--- config.mk ---
export PLATFORM = sky130hd
export DESIGN_NAME = dbgphy
export DESIGN_NICKNAME = d
export VERILOG_FILES = /design/src/dbgphy.v
export VERILOG_INCLUDE_DIRS = /design/src
export SDC_FILE = /design/constraint.sdc
export NUM_CORES = 1
export LEC_CHECK = 0
export BUFFER_PORTS_ARGS = -buffer_cell sky130_fd_sc_hd__buf_2
export CAP_MARGIN = 30
export CORE_MARGIN = 10
export CORE_UTILIZATION = 60
export CTS_BUF_LIST = sky130_fd_sc_hd__clkbuf_8
export CTS_CLUSTER_DIAMETER = 120
export DETAILED_ROUTE_END_ITERATION = 8
export GPL_TIMING_DRIVEN = 0
export PLACE_DENSITY = 0.88
export SYNTH_ARGS = -nofsm -noshare
export SYNTH_HDL_FRONTEND = slang
export SYNTH_SLANG_ARGS = --single-unit
--- constraint.sdc ---
create_clock -name ref_clk_i -period 5.8 [get_ports ref_clk_i]
set_clock_uncertainty 0.1 [all_clocks]
set_input_delay 0 -clock ref_clk_i [delete_from_list [all_inputs] [get_ports ref_clk_i]]
set_output_delay 0 -clock ref_clk_i [all_outputs]
set_load 0.005 [all_outputs]
--- src/dbgphy_defines.vh ---
// Shared constants of the debug serial physical layer
`ifndef DBGPHY_DEFINES_VH
`define DBGPHY_DEFINES_VH

// Reference clock period
`define DBGPHY_CLK_NS        100
// Longest gap between debug clock edges before the link counts as inactive (5 kHz clock)
`define DBGPHY_IDLE_US       100
// Inactivity limit in reference clocks, rounded down
`define DBGPHY_IDLE_CYC      ((`DBGPHY_IDLE_US * 1000) / `DBGPHY_CLK_NS)
// Rising debug clock edges with data high that complete the enable sequence
`define DBGPHY_EN_CLKS       5'h10
// Low or high bit times that make a break or idle character
`define DBGPHY_BRK_BITS      4'hC
// Guard idle bits always inserted on a receive to transmit change
`define DBGPHY_GUARD_MIN     8'h02
// Usual guard length, what the controller should drive by default
`define DBGPHY_GUARD_DEF     8'h80
// Start, eight data, parity and two stop bits
`define DBGPHY_FRAME_BITS    4'hC
// Data bits per character and per scan frame
`define DBGPHY_DATA_BITS     8
// Communication register length on the scan path
`define DBGPHY_SCAN_BITS     9

`endif

--- src/dbgphy.v ---
// Debug serial physical layer: two-wire link, scan communication register
`timescale 1ns/10ps
`default_nettype none
`include "dbgphy_defines.vh"

//////////////////////////////////////////////////////////////////////////////
// Overview of operation
// - Slow debug clock disables link, restores reset
// - Start low, eight data, parity, two high stops
// - Parity bit is even over data bits
// - Twelve low bits break, twelve high idle
// - Enabled link starts receiving, awaiting start bit
// - Change on falling edge, sample on rising
// - Transmit frames at link rate, idle fills gaps
// - Collision drops driver, receive mode awaits break
// - Collect eight bits, flag parity mismatch
// - Either stop bit low flags frame error
// - Deliver data only when parity, framing good
// - Break in receive recognised; in transmit collision
// - Receive to transmit inserts guard, minimum two
// - Drive only first cycle after value change, and first guard bit
// - Held bit compared with pin, mismatch collides
// - Scan path needs fuse set, disable clear
// - Comm instruction selects nine-bit comm register
// - Capture loads, shift on clock, update latches
// - Scan frame eight bits LSB first, parity

//////////////////////////////////////////////////////////////////////////////
// Transmit FIFO between the debug controller and the serialiser
module dbgphy_fifo #(
	parameter WIDTH = 8,
	parameter DEPTH = 8,
	parameter AW    = 3
) (
	// Clock and reset
	input  wire             ref_clk_i,
	input  wire             rst_i,
	input  wire             ce_i,
	// Fill side
	input  wire [WIDTH-1:0] in_data_i,
	input  wire             in_valid_i,
	output wire             in_ready_o,
	// Drain side
	output wire [WIDTH-1:0] out_data_o,
	output wire             out_valid_o,
	input  wire             out_ready_i
);
	reg [WIDTH-1:0] mem_r [0:DEPTH-1];
	reg [AW:0]      wr_ptr_r;
	reg [AW:0]      rd_ptr_r;
	wire            empty;
	wire            full;
	wire            push;
	wire            pop;

	// Extra pointer bit tells full from empty
	assign empty       = (wr_ptr_r == rd_ptr_r);
	assign full        = (wr_ptr_r[AW-1:0] == rd_ptr_r[AW-1:0]) &&
	                     (wr_ptr_r[AW] != rd_ptr_r[AW]);
	assign in_ready_o  = ~full;
	assign out_valid_o = ~empty;
	assign out_data_o  = mem_r[rd_ptr_r[AW-1:0]];
	assign push        = ce_i & in_valid_i & ~full;
	assign pop         = ce_i & out_ready_i & ~empty;

	// Storage has no reset; only the pointers need a defined value
	always @(posedge ref_clk_i) begin
		if (push) begin
			mem_r[wr_ptr_r[AW-1:0]] <= in_data_i;
		end
	end

	// Pointer update
	always @(posedge ref_clk_i or posedge rst_i) begin
		if (rst_i) begin
			wr_ptr_r <= {(AW+1){1'b0}};
			rd_ptr_r <= {(AW+1){1'b0}};
		end else begin
			if (push) begin
				wr_ptr_r <= wr_ptr_r + 1'b1;
			end
			if (pop) begin
				rd_ptr_r <= rd_ptr_r + 1'b1;
			end
		end
	end
endmodule

//////////////////////////////////////////////////////////////////////////////
// Physical layer top
module dbgphy #(
	parameter RST_MIN_CYC = 16'h0019,
	parameter IDLE_CYC    = `DBGPHY_IDLE_CYC,
	parameter FIFO_DEPTH  = 8,
	parameter FIFO_AW     = 3
) (
	// Clock, reset, enable
	input  wire       ref_clk_i,
	input  wire       rst_i,
	input  wire       ce_i,
	// Two-wire pins
	input  wire       debug_clock_pin_i,
	input  wire       debug_data_pin_i,
	output wire       debug_data_pin_o,
	output wire       debug_data_pin_oe_n_o,
	output wire       reset_pin_func_o,
	// Configuration
	input  wire       reset_fuse_off_i,
	input  wire [7:0] guard_bits_i,
	// Two-wire controller side
	output wire       link_en_o,
	output wire       tx_mode_o,
	input  wire       dir_tx_i,
	input  wire [7:0] tx_data_i,
	input  wire       tx_valid_i,
	output wire       tx_ready_o,
	output reg  [7:0] rx_data_o,
	output reg        rx_valid_o,
	output reg        par_err_o,
	output reg        frame_err_o,
	output reg        break_o,
	output reg        collision_o,
	// Scan path pins and tap state
	input  wire       scan_fuse_i,
	input  wire       scan_sw_dis_i,
	input  wire       scan_ir_comm_i,
	input  wire       scan_tck_i,
	input  wire       scan_tdi_i,
	input  wire       scan_capture_i,
	input  wire       scan_shift_i,
	input  wire       scan_update_i,
	output reg        scan_tdo_o,
	output wire       scan_en_o,
	// Scan path controller side
	input  wire [7:0] scan_cap_data_i,
	input  wire       scan_cap_valid_i,
	output reg  [7:0] scan_rx_data_o,
	output reg        scan_rx_valid_o,
	output reg        scan_par_err_o
);
	// Link modes
	localparam [3:0] M_OFF   = 4'h1;
	localparam [3:0] M_RX    = 4'h2;
	localparam [3:0] M_GUARD = 4'h4;
	localparam [3:0] M_TX    = 4'h8;
	// Receiver states
	localparam [4:0] R_IDLE  = 5'h01;
	localparam [4:0] R_DATA  = 5'h02;
	localparam [4:0] R_PAR   = 5'h04;
	localparam [4:0] R_SP1   = 5'h08;
	localparam [4:0] R_SP2   = 5'h10;
	localparam [15:0] IDLE_LIM = IDLE_CYC[15:0];

	// Even parity over a byte
	function par8;
		input [7:0] d;
		begin
			par8 = ^d;
		end
	endfunction

	reg  [7:0]  s1_r;
	reg  [7:0]  s2_r;
	reg  [7:0]  s3_r;
	reg  [3:0]  mode_r;
	reg         rstoff_r;
	reg  [15:0] hi_cnt_r;
	reg  [4:0]  en_cnt_r;
	reg  [15:0] idle_cnt_r;
	reg  [4:0]  rx_st_r;
	reg  [2:0]  rx_cnt_r;
	reg  [7:0]  rx_sh_r;
	reg         rx_par_r;
	reg         ferr_r;
	reg  [3:0]  low_run_r;
	reg         prev_hi_r;
	reg         wait_brk_r;
	reg  [7:0]  guard_cnt_r;
	reg  [10:0] tx_sh_r;
	reg  [3:0]  tx_left_r;
	reg         out_bit_r;
	reg         oe_n_r;
	reg         first_r;
	reg  [8:0]  scan_sh_r;
	wire        clk_rise;
	wire        clk_fall;
	wire        din;
	wire        timeout;
	wire        tck_rise;
	wire        tck_fall;
	wire        scan_act;
	wire        fifo_valid;
	wire [7:0]  fifo_data;
	wire        fifo_pop;
	wire        brk_now;
	wire        ferr_all;

	//////////////////////////////////////////////////////////////////////////
	// Two-flop synchronisers; only stage two and later are looked at
	always @(posedge ref_clk_i or posedge rst_i) begin
		if (rst_i) begin
			// Debug clock and data rest high, so no false edge after reset
			s1_r <= 8'hC0;
			s2_r <= 8'hC0;
			s3_r <= 8'hC0;
		end else if (ce_i) begin
			s1_r <= {debug_clock_pin_i, debug_data_pin_i, scan_tck_i,
			         scan_tdi_i, scan_ir_comm_i, scan_capture_i,
			         scan_shift_i, scan_update_i};
			s2_r <= s1_r;
			s3_r <= s2_r;
		end
	end

	assign clk_rise = s2_r[7] & ~s3_r[7];
	assign clk_fall = ~s2_r[7] & s3_r[7];
	assign din      = s2_r[6];
	assign tck_rise = s2_r[5] & ~s3_r[5];
	assign tck_fall = ~s2_r[5] & s3_r[5];
	// A clock slower than the limit reads as a dead link
	assign timeout  = (idle_cnt_r >= IDLE_LIM);

	assign link_en_o             = ~mode_r[0];
	assign tx_mode_o             = mode_r[2] | mode_r[3];
	assign debug_data_pin_o      = out_bit_r;
	assign debug_data_pin_oe_n_o = oe_n_r;
	// Reset function is back while the link is off and the reset minimum has not yet passed, unless fused off
	assign reset_pin_func_o = ~reset_fuse_off_i & mode_r[0] & ~rstoff_r;

	// Characters are drawn only at a boundary, so the FIFO really fills
	assign fifo_pop = ce_i & mode_r[3] & clk_fall & (tx_left_r == 4'h0);
	// Twelfth low sample in a row
	assign brk_now  = ~din & (low_run_r == `DBGPHY_BRK_BITS - 4'h1);
	assign ferr_all = ferr_r | ~din;

	dbgphy_fifo #(
		.WIDTH (8),
		.DEPTH (FIFO_DEPTH),
		.AW    (FIFO_AW)
	) dbgphy_fifo_i (
		.ref_clk_i   (ref_clk_i),
		.rst_i       (rst_i),
		.ce_i        (ce_i),
		.in_data_i   (tx_data_i),
		.in_valid_i  (tx_valid_i),
		.in_ready_o  (tx_ready_o),
		.out_data_o  (fifo_data),
		.out_valid_o (fifo_valid),
		.out_ready_i (fifo_pop)
	);

	//////////////////////////////////////////////////////////////////////////
	// Link state, receiver and transmitter
	always @(posedge ref_clk_i or posedge rst_i) begin
		if (rst_i) begin
			mode_r      <= M_OFF;
			rstoff_r    <= 1'b0;
			hi_cnt_r    <= 16'h0000;
			en_cnt_r    <= 5'h00;
			idle_cnt_r  <= 16'h0000;
			rx_st_r     <= R_IDLE;
			rx_cnt_r    <= 3'h0;
			rx_sh_r     <= 8'h00;
			rx_par_r    <= 1'b0;
			ferr_r      <= 1'b0;
			low_run_r   <= 4'h0;
			prev_hi_r   <= 1'b0;
			wait_brk_r  <= 1'b0;
			guard_cnt_r <= 8'h00;
			tx_sh_r     <= 11'h7FF;
			tx_left_r   <= 4'h0;
			out_bit_r   <= 1'b1;
			oe_n_r      <= 1'b1;
			first_r     <= 1'b0;
			rx_data_o   <= 8'h00;
			rx_valid_o  <= 1'b0;
			par_err_o   <= 1'b0;
			frame_err_o <= 1'b0;
			break_o     <= 1'b0;
			collision_o <= 1'b0;
		end else if (ce_i) begin
			rx_valid_o  <= 1'b0;
			par_err_o   <= 1'b0;
			frame_err_o <= 1'b0;
			break_o     <= 1'b0;
			collision_o <= 1'b0;
			// Inactivity watch, restarted by any clock edge
			if (clk_rise | clk_fall | (mode_r[0] & ~rstoff_r)) begin
				idle_cnt_r <= 16'h0000;
			end else if (~timeout) begin
				idle_cnt_r <= idle_cnt_r + 16'h0001;
			end
			case (mode_r)
			M_OFF: begin
				// Enable: data high past reset minimum, then 16 clocks
				if (~din) begin
					rstoff_r <= 1'b0;
					hi_cnt_r <= 16'h0000;
					en_cnt_r <= 5'h00;
				end else if (~rstoff_r) begin
					hi_cnt_r <= hi_cnt_r + 16'h0001;
					if (hi_cnt_r == RST_MIN_CYC - 16'h0001) begin
						rstoff_r <= 1'b1;
					end
				end else if (timeout) begin
					rstoff_r <= 1'b0; // Too late, sequence starts over
					hi_cnt_r <= 16'h0000;
					en_cnt_r <= 5'h00;
				end else if (clk_rise) begin
					en_cnt_r <= en_cnt_r + 5'h01;
					if (en_cnt_r == `DBGPHY_EN_CLKS - 5'h01) begin
						mode_r     <= M_RX;
						rx_st_r    <= R_IDLE;
						wait_brk_r <= 1'b0;
						low_run_r  <= 4'h0;
						prev_hi_r  <= 1'b1;
						en_cnt_r   <= 5'h00;
					end
				end
			end
			M_RX: begin
				if (timeout) begin
					mode_r   <= M_OFF;
					rstoff_r <= 1'b0;
					hi_cnt_r <= 16'h0000;
				end else if (clk_rise) begin
					// Sample on the rising edge
					prev_hi_r <= din;
					if (din) begin
						low_run_r <= 4'h0;
					end else if (low_run_r != `DBGPHY_BRK_BITS) begin
						low_run_r <= low_run_r + 4'h1;
					end
					if (brk_now) begin
						break_o    <= 1'b1;
						wait_brk_r <= 1'b0;
						rx_st_r    <= R_IDLE;
					end else begin
						case (rx_st_r)
						R_IDLE: begin
							// Start only after a high bit, never mid-break
							if (~din & prev_hi_r & ~wait_brk_r) begin
								rx_st_r  <= R_DATA;
								rx_cnt_r <= 3'h0;
							end
						end
						R_DATA: begin
							rx_sh_r  <= {din, rx_sh_r[7:1]};
							rx_cnt_r <= rx_cnt_r + 3'h1;
							if (rx_cnt_r == 3'h7) begin
								rx_st_r <= R_PAR;
							end
						end
						R_PAR: begin
							rx_par_r <= din;
							rx_st_r  <= R_SP1;
						end
						R_SP1: begin
							ferr_r  <= ~din;
							rx_st_r <= R_SP2;
						end
						R_SP2: begin
							rx_st_r     <= R_IDLE;
							par_err_o   <= rx_par_r ^ par8(rx_sh_r);
							frame_err_o <= ferr_all;
							if (~ferr_all & (rx_par_r == par8(rx_sh_r))) begin
								rx_data_o  <= rx_sh_r;
								rx_valid_o <= 1'b1;
							end
						end
						default: begin
							rx_st_r <= R_IDLE;
						end
						endcase
					end
				end else if (dir_tx_i & rx_st_r[0] & ~wait_brk_r) begin
					// Never fewer than two guard bits
					mode_r      <= M_GUARD;
					first_r     <= 1'b1;
					guard_cnt_r <= (guard_bits_i < `DBGPHY_GUARD_MIN) ?
					               `DBGPHY_GUARD_MIN : guard_bits_i;
				end
			end
			M_GUARD, M_TX: begin
				if (timeout) begin
					mode_r   <= M_OFF;
					oe_n_r   <= 1'b1;
					rstoff_r <= 1'b0;
					hi_cnt_r <= 16'h0000;
				end else if (clk_rise & oe_n_r & ~first_r & (din != out_bit_r)) begin
					// Held bit read back wrong: someone else drives the pin
					collision_o <= 1'b1;
					mode_r      <= M_RX;
					oe_n_r      <= 1'b1;
					wait_brk_r  <= 1'b1;
					rx_st_r     <= R_IDLE;
					low_run_r   <= 4'h0;
					prev_hi_r   <= 1'b0;
					tx_left_r   <= 4'h0;
				end else if (clk_fall) begin
					// New bit goes out on the falling edge
					first_r <= 1'b0;
					if (mode_r[2]) begin
						out_bit_r   <= 1'b1;
						oe_n_r      <= ~(first_r | ~out_bit_r);
						guard_cnt_r <= guard_cnt_r - 8'h01;
						if (guard_cnt_r == 8'h01) begin
							mode_r <= M_TX;
						end
					end else if (tx_left_r != 4'h0) begin
						out_bit_r <= tx_sh_r[0];
						oe_n_r    <= ~(tx_sh_r[0] ^ out_bit_r);
						tx_sh_r   <= {1'b1, tx_sh_r[10:1]};
						tx_left_r <= tx_left_r - 4'h1;
					end else if (fifo_valid) begin
						// Frame: start, data LSB first, even parity, stops
						out_bit_r <= 1'b0;
						oe_n_r    <= ~out_bit_r;
						tx_sh_r   <= {2'b11, par8(fifo_data), fifo_data};
						tx_left_r <= `DBGPHY_FRAME_BITS - 4'h1;
					end else if (~dir_tx_i) begin
						mode_r    <= M_RX;
						oe_n_r    <= 1'b1;
						rx_st_r   <= R_IDLE;
						low_run_r <= 4'h0;
						prev_hi_r <= 1'b0;
					end else begin
						out_bit_r <= 1'b1;
						oe_n_r    <= out_bit_r;
					end
				end
			end
			default: begin
				mode_r <= M_OFF;
				oe_n_r <= 1'b1;
			end
			endcase
		end
	end

	//////////////////////////////////////////////////////////////////////////
	// Scan path communication register, sampled from the tap clock
	assign scan_en_o = scan_fuse_i & ~scan_sw_dis_i;
	assign scan_act  = scan_en_o & s2_r[3];

	always @(posedge ref_clk_i or posedge rst_i) begin
		if (rst_i) begin
			scan_sh_r       <= 9'h000;
			scan_tdo_o      <= 1'b0;
			scan_rx_data_o  <= 8'h00;
			scan_rx_valid_o <= 1'b0;
			scan_par_err_o  <= 1'b0;
		end else if (ce_i) begin
			scan_rx_valid_o <= 1'b0;
			scan_par_err_o  <= 1'b0;
			if (scan_act & tck_rise) begin
				if (s2_r[2]) begin
					// Absent data is sent with a forced parity error
					scan_sh_r <= {par8(scan_cap_data_i) ^ ~scan_cap_valid_i,
					              scan_cap_data_i};
				end else if (s2_r[1]) begin
					scan_sh_r <= {s2_r[4], scan_sh_r[8:1]};
				end else if (s2_r[0]) begin
					// Latch only a frame whose parity checks
					if (scan_sh_r[8] == par8(scan_sh_r[7:0])) begin
						scan_rx_data_o  <= scan_sh_r[7:0];
						scan_rx_valid_o <= 1'b1;
					end else begin
						scan_par_err_o <= 1'b1;
					end
				end
			end
			// Output changes on the falling tap clock edge
			if (scan_act & tck_fall) begin
				scan_tdo_o <= scan_sh_r[0];
			end
		end
	end
endmodule

`default_nettype wire

# Word level (Yosys, flattened, before mapping)
# Memory sizes are Yosys's and may differ from the RTL's.
# Index checks and enable logic that the tools add are counted.
# word_totals
reg_bits	157
ramBits	64
in_bits	41
output_inout_bits	31
wordCells	378
mem_count	1
# classes
addsub	9
n_lt_le_gt_ge	2
eq_ne	60
muxes	170
bitwise	60
n_reduce_logical	40
# mem_list
memory	depth	width	rd	rd_clocked_by_memory_dff	write_ports	line	source
dbgphy_fifo_i.mem_r	8	8	1	0	1	dbgphy.v:48	reg [WIDTH-1:0] mem_r [0:DEPTH-1];
# ops
cell	count
2-to-1 mux 4 bit	37
2-to-1 mux 5 bit	22
2-to-1 mux 1 bit	81
2-to-1 mux 16 bit	5
2-to-1 mux 8 bit	8
AND reduction 6 bit	6
!= test 2 bit, second input constant	17
adder 16 x 1 -> 16 bit, second input constant	2
one-hot mux 16 bit (2 select lines)	1
XOR reduction 8 bit	4
bitwise AND 1 bit	27
inverter 1 bit	25
!= test 3 bit, second input constant	8
one-hot mux 4 bit (3 select lines)	2
2-to-1 mux 11 bit	2
AND reduction 7 bit	3
!= test 4 bit, second input constant	5
one-hot mux 5 bit (4 select lines)	1
2-to-1 mux 9 bit	2
AND reduction 9 bit	2
AND reduction 17 bit	1
== test 16 x 5 -> 1 bit, second input constant	1
>= comparator 16 x 10 -> 1 bit, second input constant	1
one-hot mux 8 bit (2 select lines)	1
48 further kinds	77

# Depth between registers and ports, before layout
# logic_depth
word_depth	10
ltp_mapped	9

# Hierarchy
# Synthesis repeated with hierarchy kept, for this count alone.
# unflattened
hier_cells	903
hier_area_um2	10650.2
# by_module_without_submodules
mod	instances	cells_per_inst	area_per_inst_um2	seq_area_each_um2
dbgphy	1	756	7603.5	3550.9
dbgphy_fifo	1	147	3046.7	2122.0

# Worst setup path before layout
# OpenSTA, ideal clock, no wires.
# synth_timing
kind	flip-flop to flip-flop
from	register mode_r[2]
to	register rx_data_o[0]
setup_time_ps	125
arrival_ps	2742
required_time_ps	5575
setup_slack_ps	2833
stages_incl_launch_ff	10
n_path_buf	3
synth_period_minus_slack_ps	2967
cell_sequence	dfrtp_1 buf_6 or4b_1 buf_2 or2_4 or4_4 nor4bb_1 and3_1 buf_6 mux2_4
# synth_via
elab_chain_len	2
# synth_lines
item	line	source
start, declared	dbgphy.v:165	reg [3:0] mode_r;
start signal, assigned	dbgphy.v:256	mode_r <= M_OFF;
start signal, assigned	dbgphy.v:312	mode_r <= M_RX;
start signal, assigned	dbgphy.v:323	mode_r <= M_OFF;
== test 4 x 2 -> 1 bit	dbgphy.v:293	case (mode_r)
AND reduction 7 bit (no line)	-	
end signal, assigned	dbgphy.v:367	rx_data_o <= rx_sh_r;
end, declared	dbgphy.v:117	output reg [7:0] rx_data_o,
# No other way between the ends.
# A chain may end at the register's enable or synchronous reset.

# Final worst setup path
# layout_timing
from	register dbgphy_fifo_i.rd_ptr_r[1]
to	memory dbgphy_fifo_i.mem_r[5][2], enable pin
# layout_via
elab_chain_len	6
# layout_lines
item	line	source
start, declared	dbgphy.v:50	reg [AW:0] rd_ptr_r;
start signal, assigned	dbgphy.v:77	rd_ptr_r <= {(AW+1){1'b0}};
start signal, assigned	dbgphy.v:83	rd_ptr_r <= rd_ptr_r + 1'b1;
== test 3 bit	dbgphy.v:58	assign full = (wr_ptr_r[AW-1:0] == rd_ptr_r[AW-1:0]) &&
logical AND 1 bit	dbgphy.v:58	
inverter 1 bit	dbgphy.v:63	assign push = ce_i & in_valid_i & ~full;
bitwise AND 1 bit	dbgphy.v:63	
2-to-1 mux 1 bit	dbgphy.v:68	if (push) begin
2-to-1 mux 1 bit (implied by the code)	dbgphy.v:69	mem_r[wr_ptr_r[AW-1:0]] <= in_data_i;
end, declared	dbgphy.v:48	
# No other way between the ends.

==> metrics.csv <==
metric,value,unit
outcome,"complete, no violations",
fin_crit_sh,56.0,%
cts-root-buf,clkbuf_8,
setup_viol,0,
pwr-share-seq,47.6,%
setup_ws,2.55,ns
synth_warnings,0,
coreArea,17200,sq um
end_kind,flip-flop,
r2r_cells,8,
path_cells,buf_2 > xor2_1 > or4_1 > and3_1 > clkbuf_1 > nand2_1 > nor3b_1 > buf_4,
postLayoutCoreUtil,71.8,%
rows,48,
netSwitchingFraction,27.4,%
wire_per_inst,19.3,microns
hold_buffers,40,
syn_area,10500,sq um
synth_commonest_cells,"dfrtp_1, nor2_1, edfxtp_1, nand2_1, o21ai_0",
yosysMostFrequentCell,dfrtp_1,
power,0.00375,W
hold_viol_final,0,
register_area,5670,sq um
pre_cts_ws,2.51,ns
rsz0062_at_grt,false,
whs,0.121,ns
ys_seq_area_share,54.0,%
avgViaCountPerCell,6.04,
critPathArrivalTime,3.38,ns
cts.sinks,213,
cts_tree,built,
grt_usage,21.6,%
die_area,23200,sq um
synthCells,913,
syn_nets,971,
finalMaxSlewViolations,0,
cts_buffers,37,
cts_max_level,2,
grt.overflow.total,0,
startpoint_type,flip-flop,
place.gp.congestion,0.907,
insertion_delay,0.54,ns
critical_path.max_fanout,10,
cp-startpoint,dbgphy_fifo_i.rd_ptr_r[1],
worstHoldStart,reset_fuse_off_i,
grt_pass1_vias,8157,
drt_iter0_markers,676,
drc,0,
antenna_found_initial,2,
max_freq,308,MHz
rrSetupSlack,2.55,ns
final.min_clock_period,3.25,ns
dp_hpwl,16.4,mm
synth-seq-cells,213,
pwr-share-clk,36.9,%
ios,72,
postSynthAreaPerCell,11.5,sq um
synth_area_leaders,"dfrtp_1, edfxtp_1, dfstp_2, mux2_2, mux4_2",
clk_pin_slew_worst_paths,0.07,ns
synth_cell_type_count,64,
internal_power,0.00272,W
cap_violations,0,
via_count,8004,
clk_path_buf_depth,3,
post-cts-setup-buffers,0,
die_y,152,microns
slowest_stage,nor3b_1,
crit_type,flip-flop to flip-flop,
synth-edff-count,64,
r2r-end,dbgphy_fifo_i.mem_r[5][2],
async_flop_share,70.0,%
finalSetupTns,0,ns
ys.flop_type,dfrtp_1,
power_frac_comb,15.5,%
tightest_slew,0.966,ns
endpoint,dbgphy_fifo_i.mem_r[5][2],
fp.dieW,152,microns
initial_utilization,60.9,%
slew_headroom,35.5,%
grt_pass1_wl,41.9,mm
area_growth,17.9,%
p_sw,0.00103,W
yosys.area.top_type,dfrtp_1,
hold_path_class,input pin to output port,
drive_gt1_share,21.1,%
slowest_delay,0.82,ns
rr_startpoint,dbgphy_fifo_i.rd_ptr_r[1],
final_net_count,1129,
post_cts_resized,0,
p_per_area,303,nW/um^2
routed_wl,25.5,mm
grt_max_degree,101,
leakagePower,5.21,nW
multi_input_area,4550,sq um
worstPathRequired,5.93,ns
portBuffers,70,
ir_drop,0.273,mV
firstDrtPassIters,5,
fillers,1108,
ant_nets,0,
yosys.area.top_type_share,31.2,%
-- kinds of logic after synthesis --
family	count (synthesis)	share of synthesized area, %
AND/OR/NAND/NOR	289	14.1
flip-flops	213	54.0
AO/OA/AOI/OAI	175	10.4
multiplexers	84	11.3
buffers and inverters	71	2.75
XOR/XNOR	64	5.47
adder cells (fa/ha/maj)	17	2.02
-- layout by cell type, fill, tap and decap left out, drive strengths merged, types with 7 or more instances in the layout --
cell type and count:
dfrtp 131, buf 87, clkbuf 78, nor2 74
edfxtp 64, o21ai 54, nand2 53, mux2 49
a21oi 47, inv 43, xnor2 41, dlygate4sd3 40
nor3 29, nand3 29, xor2 22, mux4 20
nand4 19, dfstp 18, a31oi 17, ha 17
mux2i 15, or3 13, nor2b 12, and3 9
a21o 9, nor3b 9, nand2b 8, nor4 7
o2bb2ai 7, o31ai 7
-- cell type report --
class / count / share of cell area, %
buffer: 43 / 1.49
clock inverter: 22 / 1.13
timing repair buffer: 119 / 6.75
clock buffer: 44 / 4.89
sequential: 213 / 45.8
inverter: 28 / 0.889
antenna: 2 / 0.0404
multi-input combinational: 629 / 36.7
tap: 225 / 2.27
-- metrics by stage --
step / cell area [sq um] / std cells
final: 12400 / 1325
after global routing: 12400 / 1325
after CTS: 12400 / 1322
after detailed placement: 11200 / 1216
after global placement: 11100 / 1208
after floorplan: 10500 / 913
-- metal layers --
layer / vias to the layer above / GRT usage [%] / routed length [microns]
li1: 3684 / - / -
met4: 0 / 9.63 / 963
met3: 90 / 4.37 / 1490
met2: 310 / 37.5 / 13000
met5: - / 0 / 0
met1: 3920 / 25.2 / 10100
-- power groups by stage --
stage / combinational, W / clock (W) / sequential (W)
after floorplan: 0.000398 / 0 / 0.00177
after global placement: 0.000496 / 0 / 0.00179
after detailed placement: 0.000540 / 0 / 0.00180
after CTS: 0.000566 / 0.00138 / 0.00178
after global routing: 0.000630 / 0.00148 / 0.00180
final: 0.000581 / 0.00138 / 0.00179
-- how the worst min path moves through the flow --
stage                             endpoint  depth (start not counted)  slack [ns]
after global placement    reset_pin_func_o                          3        0.12
after CTS                 reset_pin_func_o                          3        0.12
after floorplan           reset_pin_func_o                          1       -0.07
after global routing      reset_pin_func_o                          3        0.14
after detailed placement        rx_valid_o                          2       -0.03
final                     reset_pin_func_o                          3        0.12
-- state kept, by name, indices dropped and copies added, names as in the netlist, 3 cells and up --
register,flops
s1_r,8
hi_cnt_r,16
rx_sh_r,8
low_run_r,4
dbgphy_fifo_i.mem_r,64
guard_cnt_r,8
rx_cnt_r,3
tx_sh_r,9
s2_r,8
rx_data_o,8
en_cnt_r,5
rx_st_r,5
mode_r,4
dbgphy_fifo_i.wr_ptr_r,4
idle_cnt_r,16
tx_left_r,4
scan_sh_r,9
dbgphy_fifo_i.rd_ptr_r,4
scan_rx_data_o,8
-- worst max-delay path, delay by kind of cell, from the launching register on --
family / cells / cell delay (ns)
flip-flops: 1 / 0.36
buffers and inverters: 3 / 0.86
AND/OR/NAND/NOR: 4 / 1.38
XOR/XNOR: 1 / 0.24
Power figures use the tool's default switching activity.
